File: config.mk
export PLATFORM = sky130hd
export DESIGN_NAME = led_driver_i2c_register_bank
export DESIGN_NICKNAME = d
export VERILOG_FILES = /design/src/pwm_on_time_gate.v /design/src/led_driver_i2c_register_bank.v
export VERILOG_INCLUDE_DIRS = /design/src
export SDC_FILE = /design/constraint.sdc
export NUM_CORES = 1
export LEC_CHECK = 0
export BUFFER_PORTS_ARGS = -buffer_cell sky130_fd_sc_hd__buf_4
export CORE_UTILIZATION = 28
export CTS_BUF_LIST = sky130_fd_sc_hd__clkbuf_4 sky130_fd_sc_hd__clkbuf_8 sky130_fd_sc_hd__clkbuf_16
export CTS_CLUSTER_DIAMETER = 30
export DETAILED_ROUTE_END_ITERATION = 8
export PLACE_DENSITY = 0.43
export SYNTH_ARGS = -nofsm -noshare
export SYNTH_HDL_FRONTEND = slang
export SYNTH_HIERARCHICAL = 1
export SYNTH_SLANG_ARGS = --single-unit
File: constraint.sdc
create_clock -name CLK_I -period 3.6 [get_ports CLK_I]
set_clock_uncertainty 0.2 [all_clocks]
set_input_delay 0.72 -clock CLK_I [delete_from_list [all_inputs] [get_ports CLK_I]]
set_output_delay 0.72 -clock CLK_I [all_outputs]
set_load 0.005 [all_outputs]
File: src/led_bank_defs.vh
// constants of the led driver register bank
`ifndef LED_BANK_DEFS_VH
`define LED_BANK_DEFS_VH
// How it works
// - every register is eight bits wide
// - answers target address 0x28 or 0x29
// - read-only bits ignore writes, rw bits hold
// - offset zero resets 0x2B, frequency select
// - shutdown bit lets faults clear device enable
// - gate drive setting passed out unchanged
// - offset one resets 0x5E, bit seven rw
// - bit six enables the on-time limit
// - limit is 700 plus 200 per code
// - expired limit blocks sinks until next rise
// - initial vout code passed out unchanged
// - offset two resets zero, upper bits rw
// - three-bit initial peak current select
// - fault clears channel enable, maybe device enable
// - gate one drives channels 1-3, two 4-6

// target addresses of the two variants
`define ADDR_VARIANT_A 7'h28
`define ADDR_VARIANT_B 7'h29

// register offsets
`define OFS_PRECHARGE 8'h00
`define OFS_VOUT 8'h01
`define OFS_PEAK 8'h02
`define OFS_G1_HIGH 8'h03
`define OFS_G1_LOW 8'h04
`define OFS_G2_HIGH 8'h05
`define OFS_G2_LOW 8'h06
`define OFS_CH_EN 8'h07
`define OFS_MODE 8'h08
`define OFS_BOOST 8'h09
`define OFS_LED 8'h10

// reset values
`define RST_PRECHARGE 8'h2B
`define RST_VOUT 8'h5E
`define RST_PEAK 8'h00
`define RST_G_HIGH 8'h02
`define RST_G_LOW 8'hBC
`define RST_CH_EN 8'h00
`define RST_MODE 8'h13
`define RST_BOOST 8'h06
`define RST_LED 8'h00

// field positions
`define FSW_LSB 4
`define FAULT_SD_BIT 3
`define TMO_EN_BIT 6
`define TMO_LSB 3
`define DRV_FAST_BIT 7
`define DEVICE_ON_INTERNAL_BIT 6
`define COMP_LSB 3
`define SUPPLY_BIT 7
`define SHORT_FLAG_BIT 7
`define OPEN_FLAG_BIT 6

// timing: internal clock rate and the on-time limit in its cycles
`define CLK_FREQ_HZ 100000000
`define INT_CLK_HZ 500000
// clock cycles per internal tick, CLK_FREQ_HZ over INT_CLK_HZ
`define TICK_DIV_CYCLES 16'h00C8
`define PWM_TMO_BASE 12'h2BC
`define PWM_TMO_STEP 12'h0C8

`endif

File: src/pwm_on_time_gate.v
// one pwm group gate with on-time limit
`timescale 1ns/100ps
`default_nettype none
module pwm_on_time_gate #(
    parameter CNT_W = 12
) (
    input wire clk_i,
    input wire rst_i,
    input wire pwm_i,
    input wire tick_i,
    input wire limit_en_i,
    input wire [CNT_W-1:0] limit_i,
    output reg gate_o
);

reg pwm_d_r;
reg blocked_r;
reg [CNT_W-1:0] cnt_r;
wire rise;
wire [CNT_W-1:0] cnt_nxt;

assign rise = pwm_i & ~pwm_d_r;
assign cnt_nxt = cnt_r + {{(CNT_W-1){1'b0}}, 1'b1};

always @(posedge clk_i)
begin
    if (rst_i)
    begin
        pwm_d_r <= 1'b0;
        blocked_r <= 1'b0;
        cnt_r <= {CNT_W{1'b0}};
        gate_o <= 1'b0;
    end
    else
    begin
        pwm_d_r <= pwm_i;
        if (rise)
        begin
            cnt_r <= {CNT_W{1'b0}};
            blocked_r <= 1'b0;
        end
        else if (pwm_i && !blocked_r && tick_i && cnt_r != {CNT_W{1'b1}})
        begin
            cnt_r <= cnt_nxt;
            // once blocked, only a fresh rising edge lets current flow again
            if (limit_en_i && cnt_nxt >= limit_i)
            begin
                blocked_r <= 1'b1;
            end
        end
        gate_o <= pwm_i & (rise | ~blocked_r);
    end
end

endmodule // pwm_on_time_gate
`default_nettype wire

File: src/led_driver_i2c_register_bank.v
// i2c target and register bank of the six-channel led driver
`timescale 1ns/100ps
`default_nettype none
`include "led_bank_defs.vh"
module led_driver_i2c_register_bank #(
    parameter ADDR_SEL = 0,
    parameter [15:0] TICK_DIV = `TICK_DIV_CYCLES
) (
    input wire CLK_I,
    input wire RST_I,
    input wire SCL_I,
    input wire SDA_I,
    output wire SDA_O,
    output wire SDA_OE_O,
    input wire GROUP_ONE_GATE_IN_I,
    input wire GROUP_TWO_GATE_IN_I,
    input wire [5:0] CHANNEL_FAULT_I,
    input wire STRING_SHORT_I,
    input wire STRING_OPEN_I,
    input wire OVERCURRENT_I,
    input wire OVERVOLTAGE_I,
    input wire OUTPUT_SHORT_I,
    input wire OVERTEMP_I,
    output wire [5:0] SINK_DRIVE_O,
    output wire [1:0] SWITCH_FREQ_SEL_O,
    output wire [2:0] GATE_DRIVE_LEVEL_O,
    output wire [2:0] INITIAL_VOUT_SEL_O,
    output wire [2:0] INITIAL_PEAK_SEL_O,
    output wire [9:0] GROUP_ONE_CURRENT_CODE_O,
    output wire [9:0] GROUP_TWO_CURRENT_CODE_O,
    output wire DRIVER_FAST_O,
    output wire DEVICE_ON_INTERNAL_O,
    output wire [2:0] COMP_RESISTOR_SEL_O,
    output wire [2:0] LOOP_GAIN_SEL_O,
    output wire SUPPLY_SOURCE_SEL_O,
    output wire [2:0] OVERVOLTAGE_LIMIT_SEL_O
);

// ------------------------------------------------------------
// states and constants
// ------------------------------------------------------------
localparam [3:0] ST_IDLE = 4'h0, ST_ADDR = 4'h1, ST_ACK_ADDR = 4'h2;
localparam [3:0] ST_OFFS = 4'h3, ST_ACK_OFFS = 4'h4, ST_WDATA = 4'h5;
localparam [3:0] ST_ACK_W = 4'h6, ST_RDATA = 4'h7, ST_RACK = 4'h8;
localparam [6:0] DEV_ADDR = (ADDR_SEL != 0) ? `ADDR_VARIANT_B : `ADDR_VARIANT_A;
localparam [15:0] TICK_LAST = TICK_DIV - 16'h0001;

function [11:0] limit_ticks;
    input [2:0] code;
    begin
        limit_ticks = `PWM_TMO_BASE + ({9'h000, code} * `PWM_TMO_STEP);
    end
endfunction

// ------------------------------------------------------------
// input synchronisers
// ------------------------------------------------------------
reg [15:0] in_s1_r, in_s2_r;
reg scl_d_r, sda_d_r;
reg [5:0] fault_d_r;

wire scl_s = in_s2_r[0];
wire sda_s = in_s2_r[1];
wire group_one_gate_in_s = in_s2_r[2];
wire group_two_gate_in_s = in_s2_r[3];
wire [5:0] fault_s = in_s2_r[9:4];
wire short_s = in_s2_r[10];
wire open_s = in_s2_r[11];
wire [3:0] boost_flags_s = in_s2_r[15:12];

always @(posedge CLK_I)
begin
    if (RST_I)
    begin
        in_s1_r <= 16'h0003;
        in_s2_r <= 16'h0003;
        scl_d_r <= 1'b1;
        sda_d_r <= 1'b1;
        fault_d_r <= 6'h00;
    end
    else
    begin
        in_s1_r <= {OVERCURRENT_I, OVERVOLTAGE_I, OUTPUT_SHORT_I, OVERTEMP_I, STRING_OPEN_I, STRING_SHORT_I,
                    CHANNEL_FAULT_I, GROUP_TWO_GATE_IN_I, GROUP_ONE_GATE_IN_I, SDA_I, SCL_I};
        in_s2_r <= in_s1_r;
        scl_d_r <= scl_s;
        sda_d_r <= sda_s;
        fault_d_r <= fault_s;
    end
end

wire scl_rise = scl_s & ~scl_d_r;
wire scl_fall = ~scl_s & scl_d_r;
wire start_c = scl_s & scl_d_r & sda_d_r & ~sda_s;
wire stop_c = scl_s & scl_d_r & ~sda_d_r & sda_s;

// ------------------------------------------------------------
// register storage
// ------------------------------------------------------------
reg [7:0] pre_r, vout_r, peak_r, g1h_r, g1l_r, g2h_r;
reg [7:0] g2l_r, chen_r, mode_r, boost_r, led_r;

// ------------------------------------------------------------
// i2c target
// ------------------------------------------------------------
reg [3:0] state_r, bit_cnt_r;
reg [7:0] shreg_r, offset_r, rd_data;
reg rw_r, nack_r, sda_oe_r, sda_low_r;

always @*
begin
    case (offset_r)
        `OFS_PRECHARGE: rd_data = pre_r;
        `OFS_VOUT: rd_data = vout_r;
        `OFS_PEAK: rd_data = peak_r;
        `OFS_G1_HIGH: rd_data = g1h_r;
        `OFS_G1_LOW: rd_data = g1l_r;
        `OFS_G2_HIGH: rd_data = g2h_r;
        `OFS_G2_LOW: rd_data = g2l_r;
        `OFS_CH_EN: rd_data = chen_r;
        `OFS_MODE: rd_data = mode_r;
        `OFS_BOOST: rd_data = {boost_r[7], boost_flags_s, boost_r[2:0]};
        `OFS_LED: rd_data = led_r;
        default: rd_data = 8'h00;
    endcase
end

wire quiet = ~start_c & ~stop_c;
wire byte_in = scl_fall & (bit_cnt_r == 4'h8) & quiet;
wire wr_en = (state_r == ST_WDATA) & byte_in;
wire load = quiet & scl_fall & (((state_r == ST_ACK_ADDR) & rw_r) | ((state_r == ST_RACK) & ~nack_r));
wire led_read = load & (offset_r == `OFS_LED);

always @(posedge CLK_I)
begin
    if (RST_I)
    begin
        state_r <= ST_IDLE;
        bit_cnt_r <= 4'h0;
        shreg_r <= 8'h00;
        offset_r <= 8'h00;
        rw_r <= 1'b0;
        nack_r <= 1'b0;
        sda_oe_r <= 1'b0;
        sda_low_r <= 1'b0;
    end
    else
    begin
        sda_low_r <= 1'b0;
        if (start_c)
        begin
            // repeated start keeps the offset for a following read
            state_r <= ST_ADDR;
            bit_cnt_r <= 4'h0;
            sda_oe_r <= 1'b0;
        end
        else if (stop_c)
        begin
            state_r <= ST_IDLE;
            sda_oe_r <= 1'b0;
        end
        else if (load)
        begin
            shreg_r <= rd_data;
            sda_oe_r <= ~rd_data[7];
            offset_r <= offset_r + 8'h01;
            bit_cnt_r <= 4'h0;
            state_r <= ST_RDATA;
        end
        else
        begin
            case (state_r)
                ST_ADDR, ST_OFFS, ST_WDATA:
                begin
                    if (scl_rise && bit_cnt_r != 4'h8)
                    begin
                        shreg_r <= {shreg_r[6:0], sda_s};
                        bit_cnt_r <= bit_cnt_r + 4'h1;
                    end
                    else if (byte_in)
                    begin
                        sda_oe_r <= 1'b1;
                        if (state_r == ST_ADDR)
                        begin
                            if (shreg_r[7:1] == DEV_ADDR)
                            begin
                                rw_r <= shreg_r[0];
                                state_r <= ST_ACK_ADDR;
                            end
                            else
                            begin
                                sda_oe_r <= 1'b0;
                                state_r <= ST_IDLE;
                            end
                        end
                        else if (state_r == ST_OFFS)
                        begin
                            offset_r <= shreg_r;
                            state_r <= ST_ACK_OFFS;
                        end
                        else
                        begin
                            offset_r <= offset_r + 8'h01;
                            state_r <= ST_ACK_W;
                        end
                    end
                end
                ST_ACK_ADDR, ST_ACK_OFFS, ST_ACK_W:
                begin
                    if (scl_fall)
                    begin
                        sda_oe_r <= 1'b0;
                        bit_cnt_r <= 4'h0;
                        state_r <= (state_r == ST_ACK_ADDR) ? ST_OFFS : ST_WDATA;
                    end
                end
                ST_RDATA:
                begin
                    if (scl_fall)
                    begin
                        if (bit_cnt_r == 4'h7)
                        begin
                            sda_oe_r <= 1'b0;
                            state_r <= ST_RACK;
                        end
                        else
                        begin
                            shreg_r <= {shreg_r[6:0], 1'b0};
                            sda_oe_r <= ~shreg_r[6];
                            bit_cnt_r <= bit_cnt_r + 4'h1;
                        end
                    end
                end
                ST_RACK:
                begin
                    if (scl_rise)
                        nack_r <= sda_s;
                    else if (scl_fall)
                        state_r <= ST_IDLE;
                end
                default: state_r <= ST_IDLE;
            endcase
        end
    end
end

// ------------------------------------------------------------
// register writes and fault handling
// ------------------------------------------------------------
// faults are only seen on enabled channels, and win over a host write
wire [5:0] fault_ev = fault_s & ~fault_d_r & chen_r[5:0];
always @(posedge CLK_I)
begin
    if (RST_I)
    begin
        pre_r <= `RST_PRECHARGE;
        vout_r <= `RST_VOUT;
        peak_r <= `RST_PEAK;
        g1h_r <= `RST_G_HIGH;
        g1l_r <= `RST_G_LOW;
        g2h_r <= `RST_G_HIGH;
        g2l_r <= `RST_G_LOW;
        chen_r <= `RST_CH_EN;
        mode_r <= `RST_MODE;
        boost_r <= `RST_BOOST;
        led_r <= `RST_LED;
    end
    else
    begin
        if (wr_en)
        begin
            case (offset_r)
                `OFS_PRECHARGE: pre_r <= shreg_r;
                `OFS_VOUT: vout_r <= shreg_r;
                `OFS_PEAK: peak_r <= shreg_r;
                `OFS_G1_HIGH: g1h_r <= shreg_r;
                `OFS_G1_LOW: g1l_r <= shreg_r;
                `OFS_G2_HIGH: g2h_r <= shreg_r;
                `OFS_G2_LOW: g2l_r <= shreg_r;
                `OFS_CH_EN: chen_r <= shreg_r;
                `OFS_MODE: mode_r <= shreg_r;
                `OFS_BOOST: boost_r <= {shreg_r[7], 4'h0, shreg_r[2:0]};
                default: pre_r <= pre_r;
            endcase
        end
        if (led_read)
            led_r <= 8'h00;
        if (fault_ev != 6'h00)
        begin
            chen_r[5:0] <= (wr_en && offset_r == `OFS_CH_EN ? shreg_r[5:0] : chen_r[5:0]) & ~fault_ev;
            led_r <= (led_read ? 8'h00 : led_r) | {short_s, open_s, fault_ev};
            if (pre_r[`FAULT_SD_BIT])
                mode_r[`DEVICE_ON_INTERNAL_BIT] <= 1'b0;
        end
    end
end

// ------------------------------------------------------------
// pwm gating and sink drive
// ------------------------------------------------------------
reg [15:0] tick_cnt_r;
reg [5:0] sink_r;
reg tick_r;
wire gate1, gate2;

always @(posedge CLK_I)
begin
    if (RST_I)
    begin
        tick_cnt_r <= 16'h0000;
        tick_r <= 1'b0;
    end
    else
    begin
        tick_r <= (tick_cnt_r == TICK_LAST);
        tick_cnt_r <= (tick_cnt_r == TICK_LAST) ? 16'h0000 : tick_cnt_r + 16'h0001;
    end
end

pwm_on_time_gate #(.CNT_W(12)) u_gate_one (
    .clk_i(CLK_I), .rst_i(RST_I),
    .pwm_i(group_one_gate_in_s),
    .tick_i(tick_r),
    .limit_en_i(vout_r[`TMO_EN_BIT]),
    .limit_i(limit_ticks(vout_r[`TMO_LSB+2:`TMO_LSB])),
    .gate_o(gate1)
);

pwm_on_time_gate #(.CNT_W(12)) u_gate_two (
    .clk_i(CLK_I), .rst_i(RST_I),
    .pwm_i(group_two_gate_in_s),
    .tick_i(tick_r),
    .limit_en_i(vout_r[`TMO_EN_BIT]),
    .limit_i(limit_ticks(vout_r[`TMO_LSB+2:`TMO_LSB])),
    .gate_o(gate2)
);

always @(posedge CLK_I)
begin
    if (RST_I)
        sink_r <= 6'h00;
    else
        sink_r <= chen_r[5:0] & {6{mode_r[`DEVICE_ON_INTERNAL_BIT]}} & {{3{gate2}}, {3{gate1}}};
end

// ------------------------------------------------------------
// outputs, all straight from flip-flops
// ------------------------------------------------------------
assign SDA_O = sda_low_r;
assign SDA_OE_O = sda_oe_r;
assign SINK_DRIVE_O = sink_r;
assign SWITCH_FREQ_SEL_O = pre_r[`FSW_LSB+1:`FSW_LSB];
assign GATE_DRIVE_LEVEL_O = pre_r[2:0];
assign INITIAL_VOUT_SEL_O = vout_r[2:0];
assign INITIAL_PEAK_SEL_O = peak_r[2:0];
assign GROUP_ONE_CURRENT_CODE_O = {g1h_r[1:0], g1l_r};
assign GROUP_TWO_CURRENT_CODE_O = {g2h_r[1:0], g2l_r};
assign DRIVER_FAST_O = mode_r[`DRV_FAST_BIT];
assign DEVICE_ON_INTERNAL_O = mode_r[`DEVICE_ON_INTERNAL_BIT];
assign COMP_RESISTOR_SEL_O = mode_r[`COMP_LSB+2:`COMP_LSB];
assign LOOP_GAIN_SEL_O = mode_r[2:0];
assign SUPPLY_SOURCE_SEL_O = boost_r[`SUPPLY_BIT];
assign OVERVOLTAGE_LIMIT_SEL_O = boost_r[2:0];

endmodule // led_driver_i2c_register_bank
`default_nettype wire

# ---- Word level (Yosys, flattened, before mapping)
# Index checks and enable logic that the tools add are counted.
dict set report word_totals {
  latchBits 0
  word_cells 244
  ramBits 0
  n_memories 0
  register_bits 204
  rom_bits 0
  input_bits 18
  out_inout_bits 51
}
dict set report op_classes {
  div_mod_pow 0
  n_shift 0
  n_mux 51
  n_eq_ne 50
  mul 1
  order_cmp 2
  reduce_logical 50
  add_sub_neg 6
  bitwise_logic 46
}
# cell count
set ops {}
lappend ops {{2-to-1 mux 8 bit} 12}
lappend ops {{case mux 8 bit (11 select lines)} 1}
lappend ops {{2-to-1 mux 4 bit} 12}
lappend ops {{!= test 5 bit (second input constant)} 7}
lappend ops {{equality test 8 x 3 -> 1 bit (second input constant)} 4}
lappend ops {{AND 6 bit} 5}
lappend ops {{!= test 3 bit (second input constant)} 9}
lappend ops {{AND reduction 2 bit} 13}
lappend ops {{adder 12 x 1 -> 12 bit (second input constant)} 2}
lappend ops {{greater-or-equal comparator 12 bit} 2}
lappend ops {{2-to-1 mux 6 bit} 4}
lappend ops {{!= test 12 bit (second input constant)} 2}
lappend ops {{AND reduction 7 bit} 3}
lappend ops {{AND 1 bit} 20}
lappend ops {{equality test 4 x 3 -> 1 bit (second input constant)} 5}
lappend ops {{!= test 2 bit (second input constant)} 9}
lappend ops {{AND reduction 6 bit} 3}
lappend ops {{adder 16 x 1 -> 16 bit (second input constant)} 1}
lappend ops {{equality test 16 x 8 -> 1 bit (second input constant)} 1}
lappend ops {{equality test 8 x 2 -> 1 bit (second input constant)} 2}
lappend ops {{equality test 8 x 4 -> 1 bit (second input constant)} 2}
lappend ops {{case mux 4 bit (4 select lines)} 1}
lappend ops {{case mux 8 bit (2 select lines)} 1}
lappend ops {{NOT 1 bit} 15}
lappend ops {{32 further kinds} 70}

# ---- Logic depth before layout (Yosys ltp)
# Gate-level depths: netlist of run 1.
dict set report logic_depth {
  depth_word 12
  mapped_depth 13
  mapped_depth_nobuf 13
}

# ---- Cells and area by module
# The synthesis of run 1 kept the hierarchy.
# mod cells_each area_each_um2 instances
set modules_own_cells {}
lappend modules_own_cells {led_driver_i2c_register_bank 880 8001.4 1}
lappend modules_own_cells {pwm_on_time_gate 135 1087.3 2}

# ---- Least setup slack after synthesis of run 1
# OpenSTA, ideal clock, no wires.
dict set report synth_path {
  kind {register -> register}
  start {reg vout_r[5]}
  end {reg u_gate_one.blocked_r}
  stages_incl_launch_ff 13
  period_less_slack_ps 2555
  setup_ps 79
  path_slack_ps 1045
  arrival_ps 2276
  path_buffers 0
  required_time_ps 3321
  cell_sequence {dfxtp_1 -> inv_1 -> ha_1 -> ha_1 -> ha_1 -> a21oi_1 -> xor2_1 -> inv_1 -> ha_1 -> nand2_1 -> o21ai_0 -> nand4_1 -> o211ai_1}
}
dict set report synth_between {
  elab_chain_len 5
}
# element line
set synth_lines {}
lappend synth_lines {{start, declared} led_driver_i2c_register_bank.v:100} ;# reg [7:0] pre_r, vout_r, peak_r, g1h_r, g1l_r, g2h_r;
lappend synth_lines {{start signal, assigned} led_driver_i2c_register_bank.v:257} ;# vout_r <= `RST_VOUT;
lappend synth_lines {{start signal, assigned} led_driver_i2c_register_bank.v:274} ;# `OFS_VOUT: vout_r <= shreg_r;
lappend synth_lines {{multiplier 3 x 5 -> 8 bit (no line)} n/a}
lappend synth_lines {{adder 10 x 11 -> 12 bit (no line)} n/a}
lappend synth_lines {{greater-or-equal comparator 12 bit} pwm_on_time_gate.v:46} ;# if (limit_en_i && cnt_nxt >= limit_i)
lappend synth_lines {{logical AND 1 bit} pwm_on_time_gate.v:46}
lappend synth_lines {{AND reduction 2 bit (no line)} n/a}
lappend synth_lines {{end signal, assigned} pwm_on_time_gate.v:30} ;# blocked_r <= 1'b0;
lappend synth_lines {{end signal, assigned} pwm_on_time_gate.v:40} ;# blocked_r <= 1'b0;
lappend synth_lines {{end signal, assigned} pwm_on_time_gate.v:48} ;# blocked_r <= 1'b1;
lappend synth_lines {{end, declared} pwm_on_time_gate.v:17} ;# reg blocked_r;
# No other way between the ends.
# A chain may end at the register's enable or synchronous reset.

# ---- Final worst setup path of run 1
dict set report layout_path {
  start {reg vout_r[4]}
  end {reg u_gate_one.blocked_r}
}
# Same word-level chain as after synthesis.

==> flow_summary.ini, run 1 <==
[drt]
antenna_left = 0
routed_wl_mm = 30.7
post_drt_via_cell_ratio = 4.94
wire_per_inst_um = 17.7
detailroute.via_count = 8571
post-route-drc-count = 8
drt_first_iter_violations = 545
drt_first_pass_iters = 7

[clock_network]
clock_latency_ps = 580
number_of_buffers_between_clock_root_and_the_deepest_sink = 3
clkTransAtPathRegs_ps = 50
cts.hold.buffers_added = 0
clock_sink_count = 204
number_of_setup_buffers_added_after_cts = 0
total_number_of_h_tree_levels = 2
ctsRootBufferMaster = sky130_fd_sc_hd__clkbuf_16
cts_tree = built
postCtsResizedCells = 0
cts-buffers-inserted = 58

[final_layout]
ratio_of_cells_with_drive_above_1_in_the_final_layout_pct = 18.0
area_growth_pct = 28.9
final_nets = 1284
utilization_pct = 36.8
post-route-cell-area_um2 = 13100
n_antenna_cell = 0

[timing]
fin_crit_sh_pct = 78.3
worst_slew_pin_slew_ps = 715
setup_repair_after_global_routing_missed_its_margin = false
maxSlewHeadroom_pct = 52.0
setup_viol_count_final = 0
timing.fmax_ghz = 0.355
holdWs_ps = 136
final.setup.tns_ps = 0
timing.final.crit_period_ps = 2820
drv_slew = 0
final_hold_viol_count = 0

[yosys]
synthDistinctLibCells = 73
async_reset_ff_share_pct = 0
yosysSeqAreaShare_pct = 40.1
synth.avg_cell_area_um2 = 8.85
synth-main-ff-cell = sky130_fd_sc_hd__dfxtp_1
post_synth_inst_count = 1150
edff_count_synth = 0
seq_cells_post_synth = 204
ys_warn_count = 6
synth.cell_area_um2 = 10200

[global_route]
grt_pass1_vias = 8413
grt_antenna_before_repair = 0
global_route_total_usage_across_every_layer_pct = 16.9
overflow = 0
grt_max_degree = 123
grt_pass1_wl_mm = 48.3

[hold_path]
worst_hold_path_type = primary input to flop
worst_hold_path_depth = 2

[placed_design]
io_buffer_count = 67
place.gp.congestion = 0.838
placement.cell_area_um2 = 11000
detailedPlacementHpwl_mm = 21.3

[power]
power.leakage_nw = 5.61
cell_area_power_density_nw_per_um2 = 608
final_power_mw = 7.97
peak_ir_drop_on_the_vdd_network_mv = 0.343

[job]
drv_cap = 0

[floorplanning]
top_level_ports = 69
die_h_um = 193
row_count = 69
core_area_um2 = 35700
design.die.area_um2 = 37100
initial_utilization_pct = 28.5
fp.dieW_um = 193

[run_status]
status = complete, but fails checks
violations = DRC

[setup_path]
worstPathMaxFanout = 5
cp.required_ps = 3900
setup.worst_path.start_class = flop
worstRegToRegCells = 12
timing.setup.critical_path_class = flop to flop
critPathArrivalTime_ps = 3120
worstSetupEndpointType = flop
## critical path, stage by stage, from the launching register on
cell	delay (ps)
sky130_fd_sc_hd__dfxtp_1	400
sky130_fd_sc_hd__inv_1	120
sky130_fd_sc_hd__ha_1	310
sky130_fd_sc_hd__ha_1	200
sky130_fd_sc_hd__ha_1	320
sky130_fd_sc_hd__a21oi_1	170
sky130_fd_sc_hd__xor2_1	210
sky130_fd_sc_hd__inv_1	60
sky130_fd_sc_hd__ha_1	270
sky130_fd_sc_hd__nand2_1	60
sky130_fd_sc_hd__o21ai_0	190
sky130_fd_sc_hd__nand4_1	110
sky130_fd_sc_hd__o211ai_1	110
## layer usage
layer / GRT usage, % / part of all wire, % / up-vias
met2: 25.5 / 44 / 247
met5: 0 / 0 / -
met3: 3.71 / 5.8 / 55
met1: 23.4 / 48 / 4039
li1: - / - / 4230
met4: 6.45 / 2.7 / 0
## state kept, by name, indices dropped and copies added, names as in the netlist, 12 cells and up
signal,flops
in_s1_r,16
in_s2_r,16
u_gate_two/cnt_r,12
u_gate_one/cnt_r,12
tick_cnt_r,16
## Yosys cell counts, drive strengths merged (10+ instances only)
library cell | n | area share [%]
or2 | 10 | 0.61
and2 | 11 | 0.68
nand3b | 16 | 1.2
a22o | 10 | 0.86
o21ai | 36 | 1.8
a22oi | 17 | 1.3
mux2i | 75 | 7.4
nand3 | 44 | 2.8
clkbuf | 48 | 1.8
o211ai | 16 | 1.2
nand2 | 98 | 3.6
buf | 32 | 2.4
xor2 | 27 | 2.3
a21oi | 49 | 2.4
nor2 | 115 | 4.2
inv | 40 | 1.5
a211oi | 10 | 0.74
dfxtp | 204 | 40
nor2b | 43 | 2.6
and3 | 17 | 1.0
a31oi | 14 | 0.86
xnor2 | 26 | 2.2
nand4 | 18 | 1.1
nor3 | 24 | 1.3
ha | 41 | 5.0
## power by group
| group | switching (mW) | internal, mW | total [mW] |
|---|---|---|---|
| logic | 0.172 | 0.102 | 0.274 |
| clock network | 1.52 | 3.82 | 5.35 |
| registers | 0.0458 | 2.31 | 2.35 |
## stage by stage
step                      std cells  worst slack [ps]
after global placement         1626               804
after global routing           1735               529
after detailed placement       1626               768
after floorplan                1155              1040
final                          1735               781
after CTS                      1735               754
## worst paths after layout
check             slack, ps                                end                    from
setup / recovery        780  u_gate_one/blocked_r$_SDFFE_PP0P_  vout_r[4]$_SDFFE_PP1P_
hold / removal          140              in_s1_r[1]$_SDFF_PP1_                   SDA_I
setup reg to reg        780  u_gate_one/blocked_r$_SDFFE_PP0P_  vout_r[4]$_SDFFE_PP1P_
hold reg to reg         210              in_s2_r[0]$_SDFF_PP1_   in_s1_r[0]$_SDFF_PP1_
## cells in the final DEF, fill, tap and decap left out, types with 12 or more instances in the layout
cell and instances:
sky130_fd_sc_hd__and3_1 17, sky130_fd_sc_hd__o211ai_1 15, sky130_fd_sc_hd__dfxtp_1 204, sky130_fd_sc_hd__ha_1 41
sky130_fd_sc_hd__nand3_1 38, sky130_fd_sc_hd__o21ai_0 35, sky130_fd_sc_hd__clkbuf_16 58, sky130_fd_sc_hd__clkinv_2 12
sky130_fd_sc_hd__xor2_1 27, sky130_fd_sc_hd__inv_1 40, sky130_fd_sc_hd__nand2_1 98, sky130_fd_sc_hd__nand4_1 18
sky130_fd_sc_hd__clkbuf_4 13, sky130_fd_sc_hd__mux2i_1 75, sky130_fd_sc_hd__a22oi_1 17, sky130_fd_sc_hd__nor3_1 23
sky130_fd_sc_hd__xnor2_1 26, sky130_fd_sc_hd__nor2_1 115, sky130_fd_sc_hd__a31oi_1 14, sky130_fd_sc_hd__a21oi_1 49
sky130_fd_sc_hd__nor2b_1 43, sky130_fd_sc_hd__nand3b_1 16, sky130_fd_sc_hd__buf_4 89
## layout make-up
cell class	instances	area [um2]
Fill cell	3638	22500
Clock inverter	31	432
Tap cell	461	577
Multi-Input combinational cell	830	5540
Clock buffer	78	1650
Sequential cell	204	4080
Timing Repair Buffer	90	688
Inverter	41	154
## logic make-up (layout without fill, tap and decap cells)
group	Yosys count	in the layout	share of synthesized area (%)
buffers and inverters	121	240	5.72
adders and majority gates	42	42	5.14
DFF	204	204	40.1
muxes	78	78	7.71
and+or+nand+nor	440	440	22.6
other	2	7	0.0738
xor gates and xnor gates	53	53	4.56
AOI/OAI and AO/OA	210	210	14.1
Power figures use the tool's default switching activity.
==> run 2: changes to the inputs <==
PLACE_DENSITY = 0.45   (was 0.43)
clock period = 2.41 ns   (was 3.6 ns; I/O delays follow)
==> flow_summary.ini, run 2 (synthesis results as in run 1) <==
[timing]
drv_slew = 0
maxSlewHeadroom_pct = 53.0
worst_slew_pin_slew_ps = 704
timing.final.crit_period_ps = 2350
timing.fmax_ghz = 0.426
setup_repair_after_global_routing_missed_its_margin = true
setup_ws_ps = 62.1
fin_crit_sh_pct = 97.4
final_hold_viol_count = 0
holdWs_ps = 209
setup_viol_count_final = 0

[job]
drv_cap = 0

[clock_network]
cts_tree = built
ctsRootBufferMaster = sky130_fd_sc_hd__clkbuf_16
number_of_buffers_between_clock_root_and_the_deepest_sink = 3
clkTransAtPathRegs_ps = 50
cts-buffers-inserted = 61
clock_latency_ps = 590
clock_sink_count = 204
number_of_setup_buffers_added_after_cts = 0
total_number_of_h_tree_levels = 2

[final_layout]
final_nets = 1369
ratio_of_cells_with_drive_above_1_in_the_final_layout_pct = 24.2
layout_commonest_cell = sky130_fd_sc_hd__dfxtp_1
final_cell_count_no_fill = 1823
mostFrequentLayoutCells = sky130_fd_sc_hd__dfxtp_1 (200), sky130_fd_sc_hd__buf_4 (150), sky130_fd_sc_hd__nor2_1 (112), sky130_fd_sc_hd__nand2_1 (98), sky130_fd_sc_hd__mux2i_1 (75)
biggestRegsByFlops = in_s1_r (16), in_s2_r (16), tick_cnt_r (16)
final.fill_count = 3575
multi_input_area_um2 = 5720
area_growth_pct = 39.8
utilization_pct = 39.9
register_area_um2 = 4090

[hold_path]
worst_hold_path_type = flop to flop
hold_path.startpoint = in_s1_r[1]$_SDFF_PP1_

[floorplanning]
row_count = 69
die_h_um = 193
top_level_ports = 69
core_area_um2 = 35700
design.die.area_um2 = 37100
fp.dieW_um = 193
initial_utilization_pct = 28.5

[global_route]
global_route_total_usage_across_every_layer_pct = 17.0
grt_antenna_before_repair = 0
grt_pass1_wl_mm = 48.3
overflow = 0
grt_max_degree = 87
grt_pass1_vias = 8579

[drt]
detailroute.via_count = 8835
wire_per_inst_um = 16.9
antenna_left = 0
drt_first_pass_iters = 7
post_drt_via_cell_ratio = 4.85
drt_first_iter_violations = 517
routed_wl_mm = 30.9
post-route-drc-count = 8

[run_status]
status = complete, but fails checks
violations = DRC

[power]
power.leakage_nw = 6.13
cell_area_power_density_nw_per_um2 = 896
peak_ir_drop_on_the_vdd_network_mv = 0.532
final_power_mw = 12.7

[placed_design]
io_buffer_count = 67
detailedPlacementHpwl_mm = 21.8
place.gp.congestion = 0.858
numPlacedInstances = 1691
post-place-ws_ps = -37.0

[setup_path]
maximum_cell_stage_delay_along_the_critical_path_ps = 340
cp.required_ps = 2670
worstPathMaxFanout = 4
timing.critical_path.buf_inv = 2
crit_path_start = vout_r[4]$_SDFFE_PP1P_
timing.setup.critical_path_class = flop to flop
cp_common_cell = sky130_fd_sc_hd__ha_4
critPathTopFamily = adder cells
slowest_stage = sky130_fd_sc_hd__dfxtp_2
setup.worst_path.start_class = flop
worstPathCellList = inv_4 > ha_4 > ha_4 > a21boi_4 > xnor2_2 > inv_1 > ha_1 > a21oi_1 > o21ai_1 > nand4_1 > o211ai_1
reg2reg_from = vout_r[4]$_SDFFE_PP1P_
worstSetupEndpointType = flop
critPathArrivalTime_ps = 2610
-- run 2: final timing paths --
path | endpoint | slack (ps) | depth (start not counted)
worst max-delay path | u_gate_one/blocked_r$_SDFFE_PP0P_ | 60 | 11
worst min-delay path | in_s2_r[1]$_SDFF_PP1_ | 210 | 1
worst min register to register | in_s2_r[1]$_SDFF_PP1_ | 210 | 1
worst max register to register | u_gate_one/blocked_r$_SDFFE_PP0P_ | 60 | 11
-- run 2: area by class of cell --
cell class / count / share of cell area, %
clock inverters: 36 / 3.97
clock buffers: 78 / 12.1
well taps: 461 / 4.06
multi-input cells: 830 / 40.2
diodes: 1 / 0.0176
repair buffers: 172 / 9.76
flip-flops and latches: 204 / 28.8
inverters: 41 / 1.10
-- run 2: per-layer routing --
metal	vias to the layer above	share of wire [%]	GRT usage [%]
li1	4395	-	-
met4	0	2.5	6.18
met5	-	0	0
met2	255	43	25.2
met1	4121	48	23.5
met3	64	6.5	4.15
-- run 2: stage by stage --
| step | instance area (um2) | TNS [ps] |
|---|---|---|
| final | 14200 | 0 |
| after global routing | 14200 | -178 |
| after CTS | 14100 | 0 |
| after detailed placement | 11600 | -88.5 |
| after global placement | 11600 | -77.2 |
| after floorplan | 10200 | 0 |
-- run 2: report_power, final --
group	leakage [nW]	switching, mW	total [mW]	internal [mW]
clock network	1.11	2.31	8.77	6.46
registers	1.65	0.0491	3.50	3.45
logic	3.37	0.291	0.481	0.191
-- run 2: repair_timing --
item | CTS | global route
gates resized for setup | 6 | 35
pin swaps | 1 | 8
endpoints found under the hold margin | 17 | 0
hold buffers | 17 | 0
endpoints found under the setup margin | 3 | 23
